File: src/pkg/rmd_pkg.sv
package rmd_pkg;
	// Instruction word layout
	localparam int unsigned IW_W      = 14;
	localparam int unsigned DW        = 8;
	localparam int unsigned AW        = 7;
	localparam int unsigned DEST_BIT  = 7;
	// Opcode prefixes and fixed codes
	localparam logic [5:0]  OPC_MOVE_PFX   = 6'h08;   // bits 13:8 of file-to-dest move
	localparam logic [6:0]  OPC_STORE_PFX  = 7'h01;   // bits 13:7 of accumulator store
	localparam logic [13:0] OPC_OPTLOAD    = 14'h0062; // operand-free option load
	// Address of the option register in the file space
	localparam logic [6:0]  OPTION_ADDR    = 7'h01;
	// Reset values
	localparam logic [7:0]  ACC_RST        = 8'h00;
	localparam logic [7:0]  OPTION_RST     = 8'hff;
	localparam logic [7:0]  FILE_RST       = 8'h00;
	localparam int unsigned FILE_DEPTH     = 128;

	// Register state of the block
	typedef struct packed {
		logic [7:0] acc;
		logic [7:0] opt;
		logic       zero;
		logic       done;
	} rmd_state_s;
endpackage

File: src/core/rmd_core.sv
// What this block does
// - Decode file move, copy register to destination
// - Destination bit zero: accumulator; one: file
// - File move updates zero flag either way
// - Accumulator store writes file, flags unchanged
// - Option-load opcode copies accumulator to option
// - Option register also addressable as file register
`timescale 1ns/1ps
module rmd_core import rmd_pkg::*; (
	input  wire logic          i_mclk,   // Instruction clock, 20 MHz
	input  wire logic          i_nrst,   // Async reset, active low
	input  wire logic          i_valid,  // Instruction word present this cycle
	input  wire logic [13:0]   i_instr,  // Fetched program word
	output logic      [7:0]    o_acc,    // Accumulator
	output logic      [7:0]    o_option, // Option configuration register
	output logic               o_zero,   // Zero flag
	output logic               o_done    // Pulse: an instruction retired
);

	rmd_state_s st_r;                     // All scalar state
	rmd_state_s st_nxt;                   // Next value
	logic [7:0] file_r [0:FILE_DEPTH-1];  // General file registers

	// Decoder outputs
	logic       is_move;
	logic       is_store;
	logic       is_optld;
	logic       dest_file;
	logic [6:0] faddr;
	logic [7:0] rd_val;
	logic       file_we;
	logic [7:0] file_wd;

	// Field decode, pure combinational so no wait state is added
	always_comb begin
		is_move   = i_valid && (i_instr[13:8] == OPC_MOVE_PFX);
		is_store  = i_valid && (i_instr[13:7] == OPC_STORE_PFX);
		is_optld  = i_valid && (i_instr == OPC_OPTLOAD);
		dest_file = i_instr[DEST_BIT];
		faddr     = i_instr[6:0];
	end

	// Read port; option register is mapped into file space
	always_comb begin
		if (faddr == OPTION_ADDR) begin
			rd_val = st_r.opt;
		end else begin
			rd_val = file_r[faddr];
		end
	end

	// Next state for scalar registers
	always_comb begin
		st_nxt      = st_r;
		st_nxt.done = 1'b0;
		file_we     = 1'b0;
		file_wd     = rd_val;
		if (is_move) begin
			st_nxt.zero = (rd_val == 8'h00);
			st_nxt.done = 1'b1;
			if (dest_file) begin
				file_we = 1'b1;
				file_wd = rd_val;
			end else begin
				st_nxt.acc = rd_val;
			end
		end else if (is_store) begin
			// Flags untouched on purpose
			file_we     = 1'b1;
			file_wd     = st_r.acc;
			st_nxt.done = 1'b1;
		end else if (is_optld) begin
			st_nxt.opt  = st_r.acc;
			st_nxt.done = 1'b1;
		end
		// Writes to the option address land in the option register
		if (file_we && faddr == OPTION_ADDR) begin
			st_nxt.opt = file_wd;
		end
	end

	// Scalar state register
	always_ff @(posedge i_mclk or negedge i_nrst) begin
		if (!i_nrst) begin
			st_r <= '{acc: ACC_RST, opt: OPTION_RST, zero: 1'b0, done: 1'b0};
		end else begin
			st_r <= st_nxt;
		end
	end

	// File array, no reset: would cost a large reset tree
	always_ff @(posedge i_mclk) begin
		if (file_we && faddr != OPTION_ADDR) begin
			file_r[faddr] <= file_wd;
		end
	end

	assign o_acc    = st_r.acc;
	assign o_option = st_r.opt;
	assign o_zero   = st_r.zero;
	assign o_done   = st_r.done;
endmodule

File: config.mk
export PLATFORM = sky130hd
export DESIGN_NAME = rmd_core
export DESIGN_NICKNAME = d
export VERILOG_FILES = /design/src/pkg/rmd_pkg.sv /design/src/core/rmd_core.sv
export SDC_FILE = /design/constraint.sdc
export NUM_CORES = 1
export LEC_CHECK = 0
export BUFFER_PORTS_ARGS = -buffer_cell sky130_fd_sc_hd__buf_2
export CAP_MARGIN = 15
export CORE_UTILIZATION = 45
export DETAILED_ROUTE_END_ITERATION = 10
export SYNTH_ARGS = -nofsm -noshare
export SYNTH_HDL_FRONTEND = slang
export SYNTH_SLANG_ARGS = --single-unit
File: constraint.sdc
create_clock -name i_mclk -period 11.5 [get_ports i_mclk]
set_input_delay 0.575 -clock i_mclk [delete_from_list [all_inputs] [get_ports i_mclk]]
set_output_delay 0.575 -clock i_mclk [all_outputs]
set_load 0.005 [all_outputs]
==> qor.yml, run 1 <==
outcome:
  status: "finished clean"
global_routing:
  grt_max_degree: 116
  grtUsageTotal_pct: 26.94
  gr-total-overflow: 0
  use_met1_pct: 37.32
  grt_pass1_wl_um: 178300
  met3_usage_pct: 6.787
  top_usage_layer: "met2"
  grt_antenna_before_repair: 3
  met2_usage_pct: 40.32
  grt_pass1_vias: 23540
synth:
  synth_cell_types: 79
  syn_inst: 2363
  synthAdderAreaFrac_pct: 0
  synth-simple-area-share_pct: 4.299
  async_flop_share_pct: 1.734
  synthMuxAreaShare_pct: 9.150
  avgSynthCellArea_um2: 17.45
  synth-seq-cells: 1038
  yosys.area_share.xor_xnor_pct: 0
  synth_top_family_by_area: "multiplexers"
  ys_warn_count: 0
  syn_area_um2: 41240
  yosysSeqAreaShare_pct: 75.39
  ys_dominant_reg_cell: "edfxtp_1"
  synth_edf_count: 1020
  synth-compound-area-share_pct: 9.008
setup_path:
  cp_data_arrival_time_ns: 6.26
  critPathLaunchType: "input pin"
  endpoint: "file_r[26][6]"
  r2r_slack_ns: 7.18
  worstSetupPathType: "input pin to flop"
  cp-end-kind: "flop"
  path_max_fanout: 72
  reg2reg_to: "file_r[26][6]"
  crit_required_ns: 11.86
  r2r_start: "file_r[79][6]"
  r2r_cells: 9
  timing.critical_path.from: "i_instr[2]"
drt:
  drc_errors: 0
  routed_via_density: 6.559
  drtIter0Drc: 3532
  wire_per_inst_um: 34.33
  ant_nets: 0
  wirelength_um: 125800
  vias: 24050
  firstDrtPassIters: 6
pwr:
  p_leak_nw: 14.71
  finalPower_mw: 8.396
  powerDensity_nw_per_um2: 181.6
  ir_worst_vdd_v: 0.0001204
timing:
  clock_skew_ns: 0.03736
  timing.final.crit_share_pct: 51.28
  setup_viol: 0
  worst_pin_slew_ns: 1.394
  worst_slack_ns: 5.603
  period_needed_ns: 5.897
  fmax_mhz: 169.6
  drv_slew: 0
  tns_ns: 0
  slew-limit-headroom_pct: 4.641
  hold_viol: 0
  rsz0062_at_grt: "false"
layout:
  antenna_cells: 0
  layout.cells.non_filler: 3666
  final_common_cell: "edfxtp_1"
  final-seq-area_um2: 31090
  synthToLayoutAreaGrowth_pct: 12.09
  drive_gt1_share_pct: 19.24
  fin_nets: 2420
  final_cell_mix: "edfxtp_1, nor2_1, mux2i_1"
  design_area_um2: 46230
  n_fill_cell: 7207
  multiInputGateArea_um2: 9407
clock_tree:
  cts_tree: "built"
  clock_sinks: 1038
  clockBufferDepth: 3
  post_cts_buffers: 0
  ctsHtreeMaxLevel: 3
  ctsResizeCount: 0
  cts_buffers: 105
  insertion_delay_ns: 0.69
  clockRootBuffer: "clkbuf_16"
  cts.clk_slew.worst_paths_ns: 0.06
floorplan:
  rows: 110
  ios: 35
  coreArea_um2: 90420
  die_area_um2: 92860
  die_y_um: 304.7
  die_width_um: 304.7
  start_util_pct: 45.61
min_path:
  hold_class: "input pin to flop"
place:
  pre_cts_ws_ns: 4.722
  dp_hpwl_um: 75230
  io_buffer_count: 34
  place.gp.congestion: 0.9294
  placed_area_um2: 42700
  place_inst: 3470
flow_run:
  cap_violations: 0
==> repair_timing <==
| action | 4_1_cts | 5_1_grt |
|---|---|---|
| setup endpoints to repair | 0 | 0 |
| hold endpoints to repair | 10 | 0 |
| hold buffers | 1 | 0 |
==> metal layers <==
metal  up-vias  wire length [um]
met5         -                16
li1       9751                 -
met3       333             13590
met1     12420             49830
met4         2              6129
met2      1536             56280
==> power by group <==
group / internal (mW) / total (mW) / switching [mW]
registers: 4.31 / 4.32 / 0.00464
logic: 0.135 / 0.600 / 0.465
clock network: 2.01 / 3.48 / 1.47
==> metrics by stage <==
stage               util, %  hold WS [ns]
floorplan                 -        0.2794
global placement      47.22        0.5276
detailed placement    47.22        0.5311
CTS                   51.09        0.1724
global route          51.12        0.1914
finish                51.12        0.2123
==> Yosys cell counts (all sizes together), types with 5 or more instances <==
cell     count  area, um^2
a211oi      16       120.1
a21o        10       75.07
a21oi       43       215.2
a221o       38       380.4
a221oi     109       960.9
a22o        22       192.7
a22oi       66       495.5
a31oi       14       87.58
and2         7       43.79
and3         5       31.28
buf         95       578.1
clkbuf      75       281.5
dfrtp       10       250.2
dfstp        8       210.2
edfxtp    1020       30630
inv          6       22.52
mux2       120        1359
mux2i      113        1131
mux4        57        1284
nand2       73       274.0
nand2b      15       93.84
nand3       18       90.09
nand3b       9       67.56
nand4       12       75.07
nor2       169       634.4
nor2b       14       90.09
nor3        17       85.08
nor4         7       43.79
o2111ai      7       61.31
o211ai       9       67.56
o21ai       51       255.3
o221ai      12       105.1
o22a         8       70.07
o22ai       22       137.6
o2bb2ai     18       157.7
or2          6       37.54
==> area by class of cell <==
type | instances | area share, %
Sequential cell | 1038 | 67.26
Multi-Input combinational cell | 1151 | 20.35
Clock buffer | 124 | 5.884
Tap cell | 1176 | 3.183
Clock inverter | 70 | 1.667
Timing Repair Buffer | 100 | 1.597
Inverter | 7 | 0.06225
==> worst min-delay path by stage <==
stage	startpoint	to	slack [ns]	cells after the start
CTS	i_instr[11]	o_done	0.17	2
finish	i_instr[11]	o_done	0.21	2
global placement	i_nrst	o_done	0.53	1
detailed placement	o_option[6]	o_option[6]	0.53	2
floorplan	i_nrst	o_acc[0]	0.28	0
global route	i_instr[11]	o_done	0.19	2
==> worst max-delay path, stage by stage <==
cell and delay [ns]:
buf_6 0.35, buf_4 0.67, buf_4 0.56, nor2b_4 0.57
buf_4 0.37, a221oi_1 0.14, a21o_1 0.19, a2111oi_0 0.60
nor4_1 0.19, o21ai_1 0.37, nor2_1 0.12, nor2_4 0.60
buf_4 0.75
==> state kept, by name, summed over array words and instances, names as in the netlist <==
name and count:
file_r 1020, o_acc 8, o_option 8, o_done 1
o_zero 1
==> kinds of logic (layout without fill, tap and decap cells) <==
logic type	Yosys count	count (layout)
flip-flops	1038	1038
multiplexers	290	290
other	1	4
buffers and inverters	177	301
AO/OA/AOI/OAI	482	482
AND/OR/NAND/NOR	375	375
Note: power is estimated with default switching activity, not from simulation.
==> run 2, diff against run 1 <==
clock period = 5.5 ns   (was 11.5 ns; I/O delays follow)
==> run 2 against run 1 <==
Final area rose by 1.8%. Sequential power rose by 110%. Via count up 3.1%. Largest cell class unchanged. Register-to-register slack worse by 5.4 ns. Die area unchanged. Clock power up 110%. Clock skew shrank 0.0034 ns. Setup slack lost 4.3 ns. First-iteration DRC count increased by 16%. Clock-buffer cell count is 3 higher. Core utilization is 0.93 points higher. Hold slack got worse by 0.15 ns.
==> qor.yml, run 2 (synthesis results as in run 1) <==
setup_path:
  crit_top_cell: "buf_4"
  timing.critical_path.from: "i_instr[1]"
  path_max_fanout: 72
  crit_chain: "buf_8 -> buf_4 -> buf_4 -> mux2i_1 -> o2bb2ai_1 -> a221oi_1 -> a2111oi_0 -> nor4_1 -> o21ai_1 -> nor2_1 -> nor2_4 -> buf_4"
  cp-end-kind: "flop"
  cpMaxStageDelayCell: "a2111oi_0"
  crit_required_ns: 5.86
  r2r_start: "file_r[72][6]"
  reg2reg_to: "file_r[97][6]"
  r2r_slack_ns: 1.76
  cp_data_arrival_time_ns: 4.57
  cpPeakStageDelay_ns: 1.17
  r2r_cells: 9
  critPathLaunchType: "input pin"
  worstSetupPathType: "input pin to flop"
clock_tree:
  ctsResizeCount: 0
  post_cts_buffers: 0
  insertion_delay_ns: 0.71
  ctsHtreeMaxLevel: 3
  cts_buffers: 106
  cts_tree: "built"
  cts.clk_slew.worst_paths_ns: 0.06
  clock_sinks: 1038
  clockRootBuffer: "clkbuf_16"
  clockBufferDepth: 3
layout:
  final_common_cell: "edfxtp_1"
  synthToLayoutAreaGrowth_pct: 14.13
  regMostFlops: "file_r"
  drive_gt1_share_pct: 21.64
  fin_nets: 2507
  final_cell_mix: "edfxtp_1, nor2_1, buf_4"
  largest_reg_flops: 1020
  n_fill_cell: 7171
place:
  io_buffer_count: 34
  place.gp.congestion: 1.009
  dp_hpwl_um: 82780
floorplan:
  rows: 110
  start_util_pct: 45.61
  die_area_um2: 92860
  coreArea_um2: 90420
  die_y_um: 304.7
  ios: 35
  die_width_um: 304.7
timing:
  hold_viol: 0
  setup_viol: 0
  tns_ns: 0
  rsz0062_at_grt: "false"
  slew-limit-headroom_pct: 7.016
  worst_pin_slew_ns: 1.360
  fmax_mhz: 237.9
  timing.final.crit_share_pct: 76.43
  drv_slew: 0
  period_needed_ns: 4.203
  clock_skew_ns: 0.03395
pwr:
  finalPower_mw: 17.69
  powerDensity_nw_per_um2: 375.9
  p_leak_nw: 15.21
  ir_worst_vdd_v: 0.0002644
drt:
  drc_errors: 0
  firstDrtPassIters: 6
  wirelength_um: 131300
  vias: 24790
  ant_nets: 0
  drtIter0Drc: 4095
  routed_via_density: 6.598
  wire_per_inst_um: 34.96
global_routing:
  gr-total-overflow: 0
  grt_max_degree: 129
  grt_pass1_vias: 24360
  grt_antenna_before_repair: 3
  grtUsageTotal_pct: 28.19
  grt_pass1_wl_um: 186200
min_path:
  hold_class: "input pin to async pin"
outcome:
  status: "finished clean"
flow_run:
  cap_violations: 0
==> run 2: cell types whose count changed in the layout (fill, tap and decap cells not counted), sizes merged <==
cell / delta
dlygate4sd3: +1
buf: +85
inv: -4
clkinv: +8
clkinvlp: -4
diode: +2
clkbuf: +3
==> run 2: worst max path at each step <==
stage	to	slack (ns)	cells past startpoint
floorplan	file_r[0][3]	0.86	6
global placement	file_r[111][6]	0.89	12
detailed placement	file_r[99][6]	0.79	12
CTS	file_r[97][6]	1.51	12
global route	file_r[121][6]	1.27	12
finish	file_r[97][6]	1.30	12
==> run 2: critical path: cells and delay by family <==
family | cells | cell delay (ns)
simple gates | 3 | 0.36
compound gates | 4 | 1.69
buf+inv | 4 | 1.85
mux | 1 | 0.15
==> run 2: final cells by class <==
class | instances | area (um^2) | share of cell area [%]
sequential | 1038 | 31090 | 66.05
multi-input combinational | 1151 | 9400 | 19.97
clock buffer | 127 | 2761 | 5.867
timing repair buffer | 186 | 1520 | 3.230
tap | 1176 | 1471 | 3.126
clock inverter | 70 | 793.3 | 1.685
inverter | 7 | 28.78 | 0.06114
antenna | 2 | 5.005 | 0.01063
==> run 2: metrics by stage <==
step	area [um^2]	worst slack, ns	cells	hold slack (ns)	util [%]
2_1_floorplan	41270	0.8627	2366	-0.02059	-
3_3_place_gp	43460	0.8885	3552	0.2376	48.06
3_5_place_dp	43470	0.7935	3553	0.2462	48.07
4_1_cts	47040	1.511	3752	0.04902	52.02
5_1_grt	47070	1.272	3755	0.09179	52.05
6_report	47070	1.297	3757	0.06172	52.05
==> run 2: report_power, final <==
group / internal (mW) / switching, mW / total, mW
clock: 4.25 / 3.09 / 7.34
sequential: 9.01 / 0.0137 / 9.02
combinational: 0.333 / 1.01 / 1.34
==> run 2: routing by layer <==
metal | part of all wire, % | global-route usage (%) | wire length (um)
met1 | 39 | 38.94 | 51310
met2 | 44 | 42.41 | 58310
met3 | 12 | 6.905 | 15190
met4 | 4.9 | 12.70 | 6494
met5 | 0.018 | 0 | 24
==> run 2: timing repair <==
item / CTS / global route
endpoints found under the hold margin: 19 / 0
hold buffers: 2 / 0
setup endpoints to repair: 0 / 0
